### config.mk
export PLATFORM = sky130hd
export DESIGN_NAME = cepi_ctrl
export DESIGN_NICKNAME = d
export VERILOG_FILES = /design/src/cepi_ctrl.v
export VERILOG_INCLUDE_DIRS = /design/src
export SDC_FILE = /design/constraint.sdc
export NUM_CORES = 1
export LEC_CHECK = 0
export BUFFER_PORTS_ARGS = -buffer_cell sky130_fd_sc_hd__buf_2
export CAP_MARGIN = 20
export CORE_UTILIZATION = 55
export CTS_CLUSTER_DIAMETER = 60
export DETAILED_ROUTE_END_ITERATION = 7
export PLACE_DENSITY = 0.79
export SETUP_SLACK_MARGIN = 0.1
export SKIP_LAST_GASP = 1
export SYNTH_ARGS = -nofsm -noshare
export SYNTH_HDL_FRONTEND = slang
export SYNTH_SLANG_ARGS = --single-unit
### constraint.sdc
create_clock -name clk_i -period 9.9 [get_ports clk_i]
set_input_delay 0.495 -clock clk_i [delete_from_list [all_inputs] [get_ports clk_i]]
set_output_delay 0.495 -clock clk_i [all_outputs]
set_load 0.05 [all_outputs]
### src/cepi_consts.vh
// Register map, field positions, reset values and timing counts for the cache control block
`ifndef CEPI_CONSTS_VH
`define CEPI_CONSTS_VH
`define CEPI_ADDR_CONTROL 12'h000
`define CEPI_ADDR_STATE 12'h004
`define CEPI_ADDR_IRQ_MASK 12'h008
`define CEPI_ADDR_IRQ_STAT 12'h00c
`define CEPI_ADDR_HIT_STAT 12'h014
`define CEPI_ADDR_MISS_STAT 12'h018
`define CEPI_CTL_EN 0
`define CEPI_CTL_INVALIDATE_REQUEST_BIT 1
`define CEPI_CTL_MANUAL_POWER_REQUEST_BIT 2
`define CEPI_CTL_MAN_POW 3
`define CEPI_CTL_MAN_INV 4
`define CEPI_CTL_PREFETCH 5
`define CEPI_CTL_STAT_EN 6
`define CEPI_CTL_RESET 7'h40
`define CEPI_ST_SRAM_POWER_STATE_BIT 4
`define CEPI_IRQ_POWER_ERROR_FLAG 0
`define CEPI_IRQ_MANUAL_INVALIDATE_ERROR_FLAG 1
`define CEPI_STATE_DISABLED 2'h0
`define CEPI_STATE_ENABLING 2'h1
`define CEPI_STATE_ENABLED 2'h2
`define CEPI_INV_CYCLES 8'h40
`define CEPI_RESP_OKAY 2'h0
`define CEPI_RESP_SLVERR 2'h2
`endif

### src/cepi_ctrl.v
// Cache enable, SRAM power handshake, invalidation and statistics control with AXI4-Lite regs
//
// The AXI4-Lite interface to the registers and the register offsets were decided locally.
`timescale 1ns/1ps
`include "cepi_consts.vh"

// Behaviour
// - Manual power bit clear selects automatic SRAM power; set uses manual request bit.
// - Manual invalidate bit clear invalidates automatically on enable; set waits for software.
// - Power request output asks for SRAMs; acknowledge means they are usable.
// - State bits 1:0 report enable state, zero meaning fully disabled.
// - State bit 4 follows the SRAM power acknowledge.
// - Enabling in manual power mode while SRAMs are unacknowledged flags a power error.
// - Manual mode keeps power request while control bit 2 stays set.
// - Losing SRAMs during invalidation aborts it and sets the power error flag.
// - Power error raises the interrupt unless masked.
// - Power error returns the block to idle and bypasses all transactions.
// - Manual invalidate while enabled raises a maskable invalidate error.
// - Enabling during manual invalidation delays enabled state until it completes.
// - Manual invalidation requests act only in manual invalidate mode.
// - Writing one to invalidate bit starts invalidation; hardware clears it at end.
// - Hit and miss counts are separate 32-bit saturating counters.
// - Reading a statistics register returns its count; any write clears it.
// - Statistics counters exist only when the build parameter equals one.
// - One-cycle hit pulse for a non-debug cacheable read found in cache.
// - One-cycle miss pulse for a non-debug cacheable read not found.
// - Hit and miss pulses are always produced.
// - Errors also clear the invalidate bit; software writes cannot clear it.
module cepi_ctrl #(
  parameter build_statistics_param = 1
) (
  // Clock and reset
  input wire clk_i,
  input wire reset_i,
  // AXI4-Lite write
  input wire [11:0] s_axi_awaddr_i,
  input wire s_axi_awvalid_i,
  output wire s_axi_awready_o,
  input wire [31:0] s_axi_wdata_i,
  input wire [3:0] s_axi_wstrb_i,
  input wire s_axi_wvalid_i,
  output wire s_axi_wready_o,
  output reg [1:0] s_axi_bresp_o,
  output reg s_axi_bvalid_o,
  input wire s_axi_bready_i,
  // AXI4-Lite read
  input wire [11:0] s_axi_araddr_i,
  input wire s_axi_arvalid_i,
  output wire s_axi_arready_o,
  output reg [31:0] s_axi_rdata_o,
  output reg [1:0] s_axi_rresp_o,
  output reg s_axi_rvalid_o,
  input wire s_axi_rready_i,
  // SRAM power handshake
  output wire sram_power_request_o,
  input wire sram_power_acknowledge_i,
  // Lookup result from the cache datapath
  input wire lookup_done_i,
  input wire lookup_found_i,
  input wire lookup_cacheable_read_i,
  input wire lookup_debug_i,
  // Status to datapath and system
  output wire cache_active_o,
  output wire bypass_all_o,
  output wire prefetch_enable_o,
  output wire invalidate_busy_o,
  output reg hit_pulse_out_o,
  output reg miss_pulse_out_o,
  output wire irq_o
);

  reg [6:0] control_config_reg_r;
  reg [1:0] state_r;
  reg [1:0] irq_status_r;
  reg [1:0] irq_mask_r;
  reg inv_busy_r;
  reg [7:0] inv_cnt_r;
  reg auto_inv_done_r;
  reg [31:0] hit_cnt_r;
  reg [31:0] miss_cnt_r;
  reg [11:0] aw_addr_r;
  reg aw_held_r;
  reg [31:0] w_data_r;
  reg [3:0] w_strb_r;
  reg w_held_r;

  wire ctl_en = control_config_reg_r[`CEPI_CTL_EN];
  wire man_pow = control_config_reg_r[`CEPI_CTL_MAN_POW];
  wire man_inv = control_config_reg_r[`CEPI_CTL_MAN_INV];
  wire ack = sram_power_acknowledge_i;

  function is_reg;
    input [11:0] addr;
    begin
      is_reg = (addr == `CEPI_ADDR_CONTROL) || (addr == `CEPI_ADDR_STATE) ||
               (addr == `CEPI_ADDR_IRQ_MASK) || (addr == `CEPI_ADDR_IRQ_STAT) ||
               (addr == `CEPI_ADDR_HIT_STAT) || (addr == `CEPI_ADDR_MISS_STAT);
    end
  endfunction

  // Saturating add; a wrapped count would understate activity
  function [31:0] sat_inc;
    input [31:0] val;
    begin
      sat_inc = (val == 32'hffffffff) ? val : val + 32'h00000001;
    end
  endfunction

  // Write channel: address and data may arrive in either order
  wire aw_have = aw_held_r | s_axi_awvalid_i;
  wire w_have = w_held_r | s_axi_wvalid_i;
  wire [11:0] wr_addr = aw_held_r ? aw_addr_r : s_axi_awaddr_i;
  wire [31:0] wr_data = w_held_r ? w_data_r : s_axi_wdata_i;
  wire [3:0] wr_strb = w_held_r ? w_strb_r : s_axi_wstrb_i;
  wire wr_fire = aw_have & w_have & ~s_axi_bvalid_o;
  assign s_axi_awready_o = ~aw_held_r & ~s_axi_bvalid_o;
  assign s_axi_wready_o = ~w_held_r & ~s_axi_bvalid_o;
  wire wr_lane0 = wr_fire & wr_strb[0];
  wire wr_ctl = wr_lane0 & (wr_addr == `CEPI_ADDR_CONTROL);
  wire wr_mask = wr_lane0 & (wr_addr == `CEPI_ADDR_IRQ_MASK);
  wire wr_stat = wr_lane0 & (wr_addr == `CEPI_ADDR_IRQ_STAT);
  wire wr_hit = wr_fire & (wr_addr == `CEPI_ADDR_HIT_STAT);
  wire wr_miss = wr_fire & (wr_addr == `CEPI_ADDR_MISS_STAT);

  // Invalidation control
  wire inv_set_req = wr_ctl & wr_data[`CEPI_CTL_INVALIDATE_REQUEST_BIT];
  wire man_inv_start = inv_set_req & man_inv & ~inv_busy_r &
                       ~control_config_reg_r[`CEPI_CTL_INVALIDATE_REQUEST_BIT];
  // Request while not idle is refused and flagged
  wire manual_invalidate_error_flag_ev = inv_set_req & man_inv & (state_r != `CEPI_STATE_DISABLED);
  // Sticky power error blocks enabling until software clears it
  wire want_en = ctl_en & ~irq_status_r[`CEPI_IRQ_POWER_ERROR_FLAG];
  wire auto_inv_start = want_en & ~man_inv & ~auto_inv_done_r & ~inv_busy_r &
                        (state_r == `CEPI_STATE_ENABLING) & ack;
  // Count starts at full length; last busy cycle sees one
  wire inv_last = inv_busy_r & (inv_cnt_r == 8'h01);
  // Losing the acknowledge mid-run leaves contents half cleared
  wire inv_abort = inv_busy_r & ~ack;
  // Auto power waits for the acknowledge; only manual power faults here
  wire en_power_error_flag = (state_r == `CEPI_STATE_ENABLING) & want_en & ~ack & man_pow;
  wire run_power_error_flag = (state_r == `CEPI_STATE_ENABLED) & ~ack;
  wire power_error_flag_ev = inv_abort | en_power_error_flag | run_power_error_flag;

  // Power request; auto mode holds it until the state is back at idle
  wire auto_req = want_en | inv_busy_r | (state_r != `CEPI_STATE_DISABLED);
  assign sram_power_request_o = man_pow ? control_config_reg_r[`CEPI_CTL_MANUAL_POWER_REQUEST_BIT] :
                                auto_req;

  always @(posedge clk_i or posedge reset_i) begin
    if (reset_i) begin
      aw_held_r <= 1'b0;
      aw_addr_r <= 12'h000;
      w_held_r <= 1'b0;
      w_data_r <= 32'h00000000;
      w_strb_r <= 4'h0;
      s_axi_bvalid_o <= 1'b0;
      s_axi_bresp_o <= `CEPI_RESP_OKAY;
    end else begin
      // Pending response blocks both channels, so one write at a time
      if (wr_fire) begin
        aw_held_r <= 1'b0;
        w_held_r <= 1'b0;
        s_axi_bvalid_o <= 1'b1;
        s_axi_bresp_o <= is_reg(wr_addr) ? `CEPI_RESP_OKAY : `CEPI_RESP_SLVERR;
      end else begin
        if (s_axi_awvalid_i & s_axi_awready_o) begin
          aw_held_r <= 1'b1;
          aw_addr_r <= s_axi_awaddr_i;
        end
        if (s_axi_wvalid_i & s_axi_wready_o) begin
          w_held_r <= 1'b1;
          w_data_r <= s_axi_wdata_i;
          w_strb_r <= s_axi_wstrb_i;
        end
        if (s_axi_bvalid_o & s_axi_bready_i) begin
          s_axi_bvalid_o <= 1'b0;
        end
      end
    end
  end

  // Control, interrupt and sequencing state
  always @(posedge clk_i or posedge reset_i) begin
    if (reset_i) begin
      control_config_reg_r <= `CEPI_CTL_RESET;
      irq_mask_r <= 2'h0;
      irq_status_r <= 2'h0;
      state_r <= `CEPI_STATE_DISABLED;
      inv_busy_r <= 1'b0;
      inv_cnt_r <= 8'h00;
      auto_inv_done_r <= 1'b0;
    end else begin
      // Invalidate bit is set only by the start logic below
      if (wr_ctl) begin
        control_config_reg_r[0] <= wr_data[0];
        control_config_reg_r[6:2] <= wr_data[6:2];
      end
      // Set side written last so a new request beats a clear in the same cycle
      if (inv_last | inv_abort | manual_invalidate_error_flag_ev) begin
        control_config_reg_r[`CEPI_CTL_INVALIDATE_REQUEST_BIT] <= 1'b0;
      end
      if (man_inv_start & ~manual_invalidate_error_flag_ev) begin
        control_config_reg_r[`CEPI_CTL_INVALIDATE_REQUEST_BIT] <= 1'b1;
      end
      if (wr_mask) begin
        irq_mask_r <= wr_data[1:0];
      end
      // Write one to clear; a new event wins over the clear
      irq_status_r <= (irq_status_r & ~(wr_stat ? wr_data[1:0] : 2'h0)) |
                      {manual_invalidate_error_flag_ev, power_error_flag_ev};
      if (man_inv_start & ~manual_invalidate_error_flag_ev | auto_inv_start) begin
        inv_busy_r <= 1'b1;
        inv_cnt_r <= `CEPI_INV_CYCLES;
      end else if (inv_abort | inv_last) begin
        inv_busy_r <= 1'b0;
        inv_cnt_r <= 8'h00;
      end else if (inv_busy_r) begin
        inv_cnt_r <= inv_cnt_r - 8'h01;
      end
      // Keeps automatic invalidation from rerunning while enabling
      if (inv_last & ~man_inv) begin
        auto_inv_done_r <= 1'b1;
      end else if (state_r == `CEPI_STATE_DISABLED) begin
        auto_inv_done_r <= 1'b0;
      end
      // Enable sequencing; power errors fall straight back to idle
      case (state_r)
        `CEPI_STATE_DISABLED: begin
          if (want_en) begin
            state_r <= `CEPI_STATE_ENABLING;
          end
        end
        `CEPI_STATE_ENABLING: begin
          if (~want_en | en_power_error_flag) begin
            state_r <= `CEPI_STATE_DISABLED;
          end else if (ack & ~inv_busy_r & (man_inv | auto_inv_done_r)) begin
            state_r <= `CEPI_STATE_ENABLED;
          end
        end
        `CEPI_STATE_ENABLED: begin
          if (~want_en | run_power_error_flag) begin
            state_r <= `CEPI_STATE_DISABLED;
          end
        end
        default: begin
          state_r <= `CEPI_STATE_DISABLED;
        end
      endcase
    end
  end

  // Hit and miss pulses, independent of the statistics build option
  // Registered so each pulse stands exactly one cycle
  wire qual = lookup_done_i & lookup_cacheable_read_i & ~lookup_debug_i;
  always @(posedge clk_i or posedge reset_i) begin
    if (reset_i) begin
      hit_pulse_out_o <= 1'b0;
      miss_pulse_out_o <= 1'b0;
    end else begin
      hit_pulse_out_o <= qual & lookup_found_i;
      miss_pulse_out_o <= qual & ~lookup_found_i;
    end
  end

  // Statistics counters, pruned when not built
  wire stat_run = control_config_reg_r[`CEPI_CTL_STAT_EN];
  generate
    if (build_statistics_param == 1) begin : g_stat
      always @(posedge clk_i or posedge reset_i) begin
        if (reset_i) begin
          hit_cnt_r <= 32'h00000000;
          miss_cnt_r <= 32'h00000000;
        end else begin
          if (wr_hit) begin
            hit_cnt_r <= 32'h00000000;
          end else if (stat_run & hit_pulse_out_o) begin
            hit_cnt_r <= sat_inc(hit_cnt_r);
          end
          if (wr_miss) begin
            miss_cnt_r <= 32'h00000000;
          end else if (stat_run & miss_pulse_out_o) begin
            miss_cnt_r <= sat_inc(miss_cnt_r);
          end
        end
      end
    end else begin : g_nostat
      // Held at zero; a combinational block with no inputs would never run
      always @(posedge clk_i or posedge reset_i) begin
        if (reset_i) begin
          hit_cnt_r <= 32'h00000000;
          miss_cnt_r <= 32'h00000000;
        end else begin
          hit_cnt_r <= 32'h00000000;
          miss_cnt_r <= 32'h00000000;
        end
      end
    end
  endgenerate

  // Read channel, one read outstanding
  assign s_axi_arready_o = ~s_axi_rvalid_o;
  // Power bit shows the live acknowledge, not a stored copy
  wire [31:0] state_word = {27'h0000000, ack, 2'h0, state_r};
  always @(posedge clk_i or posedge reset_i) begin
    if (reset_i) begin
      s_axi_rvalid_o <= 1'b0;
      s_axi_rdata_o <= 32'h00000000;
      s_axi_rresp_o <= `CEPI_RESP_OKAY;
    end else if (s_axi_arvalid_i & s_axi_arready_o) begin
      s_axi_rvalid_o <= 1'b1;
      s_axi_rresp_o <= `CEPI_RESP_OKAY;
      if (s_axi_araddr_i == `CEPI_ADDR_CONTROL) begin
        s_axi_rdata_o <= {25'h0000000, control_config_reg_r};
      end else if (s_axi_araddr_i == `CEPI_ADDR_STATE) begin
        s_axi_rdata_o <= state_word;
      end else if (s_axi_araddr_i == `CEPI_ADDR_IRQ_MASK) begin
        s_axi_rdata_o <= {30'h00000000, irq_mask_r};
      end else if (s_axi_araddr_i == `CEPI_ADDR_IRQ_STAT) begin
        s_axi_rdata_o <= {30'h00000000, irq_status_r};
      end else if (s_axi_araddr_i == `CEPI_ADDR_HIT_STAT) begin
        s_axi_rdata_o <= hit_cnt_r;
      end else if (s_axi_araddr_i == `CEPI_ADDR_MISS_STAT) begin
        s_axi_rdata_o <= miss_cnt_r;
      end else begin
        s_axi_rdata_o <= 32'h00000000;
        s_axi_rresp_o <= `CEPI_RESP_SLVERR;
      end
    end else if (s_axi_rvalid_o & s_axi_rready_i) begin
      s_axi_rvalid_o <= 1'b0;
    end
  end

  // Interrupt: any unmasked sticky flag; a mask bit set to one blocks its flag
  assign irq_o = |(irq_status_r & ~irq_mask_r);
  assign cache_active_o = (state_r == `CEPI_STATE_ENABLED);
  // Anything short of enabled passes transactions through untouched
  assign bypass_all_o = ~cache_active_o;
  assign prefetch_enable_o = control_config_reg_r[`CEPI_CTL_PREFETCH];
  assign invalidate_busy_o = inv_busy_r;

endmodule

==> Word level (Yosys, flattened, before mapping) <==
Cells that the tools add are included.
{ "op_classes": {"add_sub_neg": 3, "n_eq_ne": 20, "muxes": 46, "n_bitwise": 75, "n_reduce_logical": 25} }
{ "op_table": {"columns": ["cell", "count"], "rows": [
  ["$mux 32", 12],
  ["$add 32x1->32 const B", 2],
  ["$eq 32x32->1 const B", 2],
  ["$eq 12x4->1 const B", 4],
  ["$eq 12x5->1 const B", 4],
  ["$and 1x1->1", 42],
  ["$eq 12x3->1 const B", 2],
  ["$logic_not 12->1", 2],
  ["$mux 2", 12],
  ["$mux 8", 3],
  ["$reduce_bool 2->1", 10],
  ["$mux 1", 16],
  ["$not 1->1", 16],
  ["$mux 12", 1],
  ["$or 1x1->1", 12],
  ["$eq 8x1->1 const B", 1],
  ["$reduce_and 2->1", 4],
  ["$sub 8x1->8 const B", 1],
  ["$mux 7", 1],
  ["$ne 2x2->1 const B", 3],
  ["$pmux 2 s3", 1],
  ["$logic_or 1x1->1", 5],
  ["$and 2x2->2", 2],
  ["$not 2->2", 2],
  ["9 further kinds", 9]
]} }
{ "totals": {"register_bits": 149, "inputBits": 72, "output_inout_bits": 49} }

==> Logic depth before layout (Yosys ltp) <==
Gate-level depths: netlist of run 1.
{ "depth": {"depth_word": 12, "mapped_depth": 8} }

==> Least setup slack after synthesis of run 1 <==
Ideal clock, no wire load.
{ "synth_path": {"path_type": "flip-flop to flip-flop", "from": "register s_axi_bvalid_o", "to": "register aw_addr_r[0]", "setup_ns": 0.125, "arrival_ns": 2.520, "required_time_ns": 9.775, "path_slack_ns": 7.255, "path_stages_with_launch": 6, "path_cell_list": "dfrtp_1 nor2_1 and3_1 clkbuf_1 buf_1 mux2_2"} }
{ "synth_between": {"elab_chain_cells": 4, "word_cells_on_any_way": 6, "classes_between": "bitwise: 5; reduce/logical: 1"} }
{ "synth_rtl": {"columns": ["element", "line_no", "rtl"], "rows": [
  ["start: declaration", "cepi_ctrl.v:44", "output reg s_axi_bvalid_o,"],
  ["start signal: assignment", "cepi_ctrl.v:156", "s_axi_bvalid_o <= 1'b0;"],
  ["start signal: assignment", "cepi_ctrl.v:163", "s_axi_bvalid_o <= 1'b1;"],
  ["start signal: assignment", "cepi_ctrl.v:176", "s_axi_bvalid_o <= 1'b0;"],
  ["$not 1->1 *", "cepi_ctrl.v:115, cepi_ctrl.v:116", null],
  ["$and 1x1->1, on equally long branches", "cepi_ctrl.v:116, cepi_ctrl.v:115", null],
  ["$and 1x1->1 / $not 1->1 (equally long branches)", null, null],
  ["$reduce_and 2->1 (no source line) *", null, null],
  ["end signal: assignment", "cepi_ctrl.v:168", "aw_addr_r <= s_axi_awaddr_i;"],
  ["end: declaration", "cepi_ctrl.v:81", "reg [11:0] aw_addr_r;"]
]} }
Mark *: on every way between the ends. The rest lies on a longest branch, timed or not.
A chain may end at the register's enable or synchronous reset.

==> Worst setup path after layout of run 1 <==
{ "layout_path": {"from": "register miss_cnt_r[7]", "to": "register miss_cnt_r[18]"} }
{ "layout_between": {"elab_chain_cells": 4, "word_cells_on_any_way": 7, "classes_between": "add/sub: 1; eq/ne: 2; mux: 3; reduce/logical: 1"} }
{ "layout_rtl": {"columns": ["element", "line_no", "rtl"], "rows": [
  ["start: declaration", "cepi_ctrl.v:80", "reg [31:0] miss_cnt_r;"],
  ["start signal: assignment", "cepi_ctrl.v:282", "miss_cnt_r <= sat_inc(miss_cnt_r);"],
  ["$add 32x1->32", "cepi_ctrl.v:105", "sat_inc = (val == 32'hffffffff) ? val : val + 32'h00000001;"],
  ["$mux 32", "cepi_ctrl.v:105", null],
  ["$mux 32", "cepi_ctrl.v:281", "end else if (stat_run & miss_pulse_out_o) begin"],
  ["$mux 32", "cepi_ctrl.v:279", "if (wr_miss) begin"]
]} }
Several ways; a longest one is shown, not always the timed one. The select of a mux whose other input is x is not followed.

==> results of run 1 <==
state kept, by name, indices dropped and copies added, names as in the netlist, 2 cells and up:
name and cells:
s_axi_rdata_o 32, irq_status_r 2, hit_cnt_r 32, inv_cnt_r 8
aw_addr_r 12, w_data_r 7, state_r 2, irq_mask_r 2
control_config_reg_r 7, miss_cnt_r 32
layout by cell type (no fill, tap or decap), types with 22 or more instances in the layout:
cell type and count:
dfrtp_1 146, nand3_1 26, or4_1 22, a21oi_1 47, mux2_2 33, buf_2 90, nand4_1 22, a22oi_1 32
o21ai_0 52, nor2_1 55, nand2_1 71
worst max path at each step:
stage                   from         endpoint  slack [ns]  depth (start not counted)
2_1_floorplan        reset_i  auto_inv_done_r        5.46                          1
3_3_place_gp   miss_cnt_r[2]    miss_cnt_r[1]        7.20                          5
3_5_place_dp   miss_cnt_r[7]    miss_cnt_r[7]        7.02                          5
4_1_cts        miss_cnt_r[7]    miss_cnt_r[7]        6.99                          5
5_1_grt        miss_cnt_r[0]   miss_cnt_r[18]        7.12                          5
6_report       miss_cnt_r[7]   miss_cnt_r[18]        7.24                          5
report_power, final:
part / internal (uW) / leakage [uW] / switching (uW) / total (uW)
sequential: 682 / 0.00162 / 89.2 / 771
combinational: 164 / 0.00189 / 276 / 440
clock: 450 / 0.000317 / 246 / 696
kinds of logic (layout without fill, tap and decap cells):
| group | Yosys count | after routing | share of synthesized area [%] |
|---|---|---|---|
| AND/OR/NAND/NOR | 298 | 298 | 21.4 |
| AO/OA/AOI/OAI | 195 | 195 | 16.6 |
| flip-flops | 147 | 147 | 47.8 |
| buffers and inverters | 57 | 149 | 3.28 |
| multiplexers | 48 | 48 | 7.15 |
| XOR/XNOR | 28 | 28 | 3.18 |
| adder cells (fa/ha/maj) | 4 | 4 | 0.650 |
| other | 1 | 2 | 0.0487 |
final cells by class:
type                            count  share of cell area (%)
Multi-Input combinational cell    575                    42.5
Sequential cell                   147                    41.3
Timing Repair Buffer               99                    5.89
Clock buffer                       20                    5.01
Tap cell                          176                    2.47
Clock inverter                     12                    2.08
Inverter                           18                   0.814
through the flow:
| step | cells | instance area (um2) | setup slack (ns) | util [%] | power (uW) |
|---|---|---|---|---|---|
| 6_report | 1047 | 8920 | 7.24 | 66.3 | 1910 |
| 4_1_cts | 1046 | 8900 | 6.99 | 66.2 | 1910 |
| 3_5_place_dp | 1014 | 8270 | 7.02 | 61.5 | 1210 |
| 3_3_place_gp | 1014 | 8270 | 7.20 | 61.5 | 1180 |
| 5_1_grt | 1047 | 8920 | 7.12 | 66.3 | 1990 |
| 2_1_floorplan | 779 | 7710 | 5.46 | - | 1100 |
per-layer routing:
layer	vias to the layer above	track usage, %	share of wire [%]
met3	48	7.97	6.6
met2	261	47.3	50
met1	3289	34.2	40
met4	0	15.0	3.1
li1	3083	-	-
met5	-	0	0
worst max-delay path, cell delays in order (launching register included):
cell	delay, ns
dfrtp_1	0.47
and4_1	0.27
nand4_1	0.45
a2111oi_0	0.74
or3b_2	0.49
a21oi_1	0.15
==> results.json, run 1 <==
{
  "wl_per_cell_um": 18.8,
  "final-setup-viol-count": 0,
  "post-cts-setup-buffers": 0,
  "hold_viol": 0,
  "drv.max_cap_violation_count": 0,
  "path_class": "register to register",
  "firstDrtPassIters": 7,
  "rsz0062_at_grt": "no",
  "synthTopCellsByArea": "dfrtp_1, mux2_2, nand2_1",
  "finalCritPeriodShare_pct": 26.9,
  "antenna_cells": 0,
  "port_buffers": 90,
  "drt_iter0_markers": 457,
  "clock.fmax_mhz": 376,
  "hold_class": "primary input to async pin",
  "power.leakage_uw": 0.00383,
  "grt_max_degree": 77,
  "fillers": 1073,
  "grt_pass1_wl_um": 31900,
  "clkTransAtPathRegs_ns": 0.06,
  "startpoint_type": "register",
  "multi_input_area_um2": 3790,
  "synthCells": 778,
  "synth_edf_count": 0,
  "clockBufferDepth": 2,
  "final_nets": 934,
  "timing.rr.end": "miss_cnt_r[18]",
  "synthTopCellsByCount": "dfrtp_1, nand2_1, nor2_1",
  "worst_pin_slew_ns": 1.13,
  "cts_tree": "done",
  "fp.dieH_um": 120,
  "row_count": 42,
  "skew_ns": 0.00843,
  "power.density_nw_per_um2": 214,
  "cts.sinks": 147,
  "period_minus_slack_ns": 2.66,
  "syn_area_per_cell_um2": 9.90,
  "io_pins": 121,
  "yosysTopAreaCell": "dfrtp_1",
  "hpwl_um": 13700,
  "ant_nets": 0,
  "outcome": "completed",
  "area_growth_pct": 15.7,
  "core_um2": 13500,
  "cts.htree.levels": 4,
  "slew_violations": 0,
  "synth_top_area_share_pct": 47.4,
  "routed_wirelength_um": 19700,
  "cts_root_buf": "clkbuf_16",
  "rr_startpoint": "miss_cnt_r[7]",
  "grt_pass1_vias": 6574,
  "yosysWarnings": 0,
  "start_util_pct": 57.3,
  "async_flop_share_pct": 100,
  "grt.overflow.total": 0,
  "antenna_found_initial": 0,
  "peakVddDrop_mv": 0.204,
  "worstSetupEndpointType": "register",
  "synth_most_common_cell": "dfrtp_1",
  "ys_ff_latch": 147,
  "synth_cell_type_count": 68,
  "ys_seq_area_share_pct": 47.8,
  "arrival_ns": 3.02,
  "seqCellArea_um2": 3680,
  "r2r_slack_ns": 7.24,
  "setup_tns_ns": 0,
  "drc": 0,
  "grt_usage_pct": 28.7,
  "clock_latency_ns": 0.44,
  "route.vias.total": 6681,
  "gp_congestion": 0.881,
  "cp.required_ns": 10.26,
  "slew_headroom_pct": 23.8,
  "dieArea_um2": 14500,
  "viasPerCell": 6.38,
  "yosys_most_used_dff": "dfrtp_1",
  "reg2regPathDepth": 5,
  "die-width_um": 120,
  "cts-buffers-inserted": 17,
  "cp_max_fo": 12,
  "drive_gt1_share_pct": 22.0,
  "netlist_area_um2": 7700,
  "timing.hold.ws_ns": 0.150,
  "cts-resized-gates": 0,
  "holdBufCountCts": 0
}
No activity file was read; power rests on OpenSTA's default activity.
==> run 2, diff against run 1 <==
==> constraint.sdc (replaced) <==
create_clock -name clk_i -period 2.7 [get_ports clk_i]
set_input_delay 0.135 -clock clk_i [delete_from_list [all_inputs] [get_ports clk_i]]
set_output_delay 0.135 -clock clk_i [all_outputs]
set_load 0.05 [all_outputs]
==> run 2 against run 1 <==
Compared with the run above:
- final cell count rose by 3.2%
- setup slack got worse by 7.0 ns
- flip-flop and latch count did not move
- die area did not move
- highest routed layer unchanged
- wire length rose by 5.5%
- first-iteration DRC count rose by 33%
- cell area rose by 3.2%
==> results.json, run 2 (same netlist as run 1, synthesis figures left out) <==
{
  "outcome": "completed",
  "clockBufferDepth": 2,
  "dieArea_um2": 14500,
  "grt_pass1_vias": 6832,
  "peakVddDrop_mv": 0.893,
  "worstSetupEndpointType": "register",
  "layout_common_cells": "dfrtp_1, buf_2, nand2_1, nor2_1, o21ai_0",
  "p_sw_uw": 2260,
  "p_sw_share_pct": 32.8,
  "holdBufCountCts": 27,
  "area_growth_pct": 19.5,
  "core_um2": 13500,
  "final_common_cell": "dfrtp_1",
  "skew_ns": 0.00937,
  "cts.htree.levels": 4,
  "cts_tree": "done",
  "final-setup-viol-count": 0,
  "fin_ws_ns": 0.228,
  "wl_per_cell_um": 19.3,
  "finalCritPeriodShare_pct": 91.5,
  "path_class": "register to register",
  "row_count": 42,
  "hold_class": "primary input to register",
  "viasPerCell": 6.38,
  "grt_usage_pct": 30.2,
  "grt_max_degree": 84,
  "antenna_found_initial": 0,
  "grt_pass1_wl_um": 34100,
  "drc": 0,
  "seqPwrFrac_pct": 40.9,
  "cts.sinks": 147,
  "power.leakage_uw": 0.00395,
  "slew_violations": 0,
  "routed_wirelength_um": 20800,
  "slew_headroom_pct": 53.2,
  "grt.overflow.total": 0,
  "fillers": 1012,
  "rsz0062_at_grt": "no",
  "startpoint_type": "register",
  "die-width_um": 120,
  "cts-resized-gates": 0,
  "worst_pin_slew_ns": 0.685,
  "port_buffers": 90,
  "period_minus_slack_ns": 2.47,
  "clkTransAtPathRegs_ns": 0.06,
  "start_util_pct": 57.3,
  "drv.max_cap_violation_count": 0,
  "cts-buffers-inserted": 17,
  "clock_latency_ns": 0.43,
  "hold_viol": 0,
  "hpwl_um": 14000,
  "firstDrtPassIters": 5,
  "clock.fmax_mhz": 405,
  "cp_max_fo": 8,
  "route.vias.total": 6894,
  "power.density_nw_per_um2": 748,
  "gp_congestion": 0.911,
  "fp.dieH_um": 120,
  "post-cts-setup-buffers": 0,
  "final_nets": 969,
  "cts_root_buf": "clkbuf_16",
  "drt_iter0_markers": 607,
  "ant_nets": 0,
  "p_int_uw": 4620,
  "placed_area_um2": 8360,
  "pwr-share-comb_pct": 25.6,
  "dp_slack_ns": 0.246,
  "antenna_cells": 0,
  "setup_tns_ns": 0,
  "drive_gt1_share_pct": 21.8,
  "reg.largest.list": "hit_cnt_r (32), miss_cnt_r (32), s_axi_rdata_o (32)",
  "fin_area_um2": 9210,
  "clkPwrFrac_pct": 33.4,
  "cp.required_ns": 3.01,
  "arrival_ns": 2.78,
  "io_pins": 121
}
## run 2: cell types whose count changed in the layout (fill, tap and decap cells not counted)
cell	previous run	this run
buf_12	0	2
nor2_2	2	3
buf_4	8	15
clkinv_2	7	3
inv_6	1	0
clkbuf_1	2	4
nor2_1	55	54
clkbuf_8	1	4
clkinvlp_4	0	1
buf_8	1	0
bufinv_16	5	2
dlygate4sd3_1	0	27
## run 2: worst max-delay path: stages (launching register included)
cell and delay (ns):
dfrtp_1 0.45, or4_4 0.58, nor2_4 0.17, o2111ai_4 0.21, or3_1 0.59, mux2_4 0.35
## run 2: cell type report
class	instances	area, um2	share of cell area (%)
multi-input cells	575	3790	41.2
repair buffers	134	873	9.49
flip-flops and latches	147	3680	40.0
well taps	176	220	2.39
clock inverters	5	75.1	0.816
clock buffers	25	495	5.38
inverters	18	71.3	0.775
## run 2: worst paths after layout
kind	from	to	cells past startpoint	slack, ns
min in group asynchronous	reset_i	miss_cnt_r[30]	3	0.21
max	aw_held_r	control_config_reg_r[5]	5	0.23
min reg2reg	s_axi_rresp_o[1]	s_axi_rresp_o[1]	2	0.48
min	lookup_cacheable_read_i	miss_pulse_out_o	3	0.001
max in group asynchronous	reset_i	control_config_reg_r[6]	4	1.76
max reg2reg	aw_held_r	control_config_reg_r[5]	5	0.23
## run 2: per-layer routing
| layer | vias to the layer above | global-route usage, % | wire, um | part of all wire, % |
|---|---|---|---|---|
| li1 | 3144 | - | - | - |
| met1 | 3444 | 36.6 | 8320 | 40 |
| met2 | 271 | 53.1 | 10900 | 52 |
| met3 | 35 | 6.32 | 1190 | 5.7 |
| met4 | 0 | 11.0 | 393 | 1.9 |
| met5 | - | 0 | 0 | 0 |
## run 2: power by group through the flow
stage          Combinational (uW)  Clock (uW)  Sequential [uW]
5_1_grt                      1920        2430             2850
4_1_cts                      1740        2330             2800
6_report                     1760        2300             2820
3_3_place_gp                 1610           0             2790
2_1_floorplan                1210           0             2820
3_5_place_dp                 1690           0             2830
## run 2: per-stage QoR
| step | hold slack [ns] | util [%] | std cells | power, uW |
|---|---|---|---|---|
| 3_5_place_dp | 0.109 | 62.2 | 1023 | 4520 |
| 3_3_place_gp | 0.107 | 62.2 | 1023 | 4410 |
| 2_1_floorplan | 0.205 | - | 779 | 4030 |
| 5_1_grt | 0.00449 | 68.4 | 1080 | 7190 |
| 4_1_cts | 0.00155 | 68.4 | 1080 | 6860 |
| 6_report | 0.00141 | 68.4 | 1080 | 6880 |
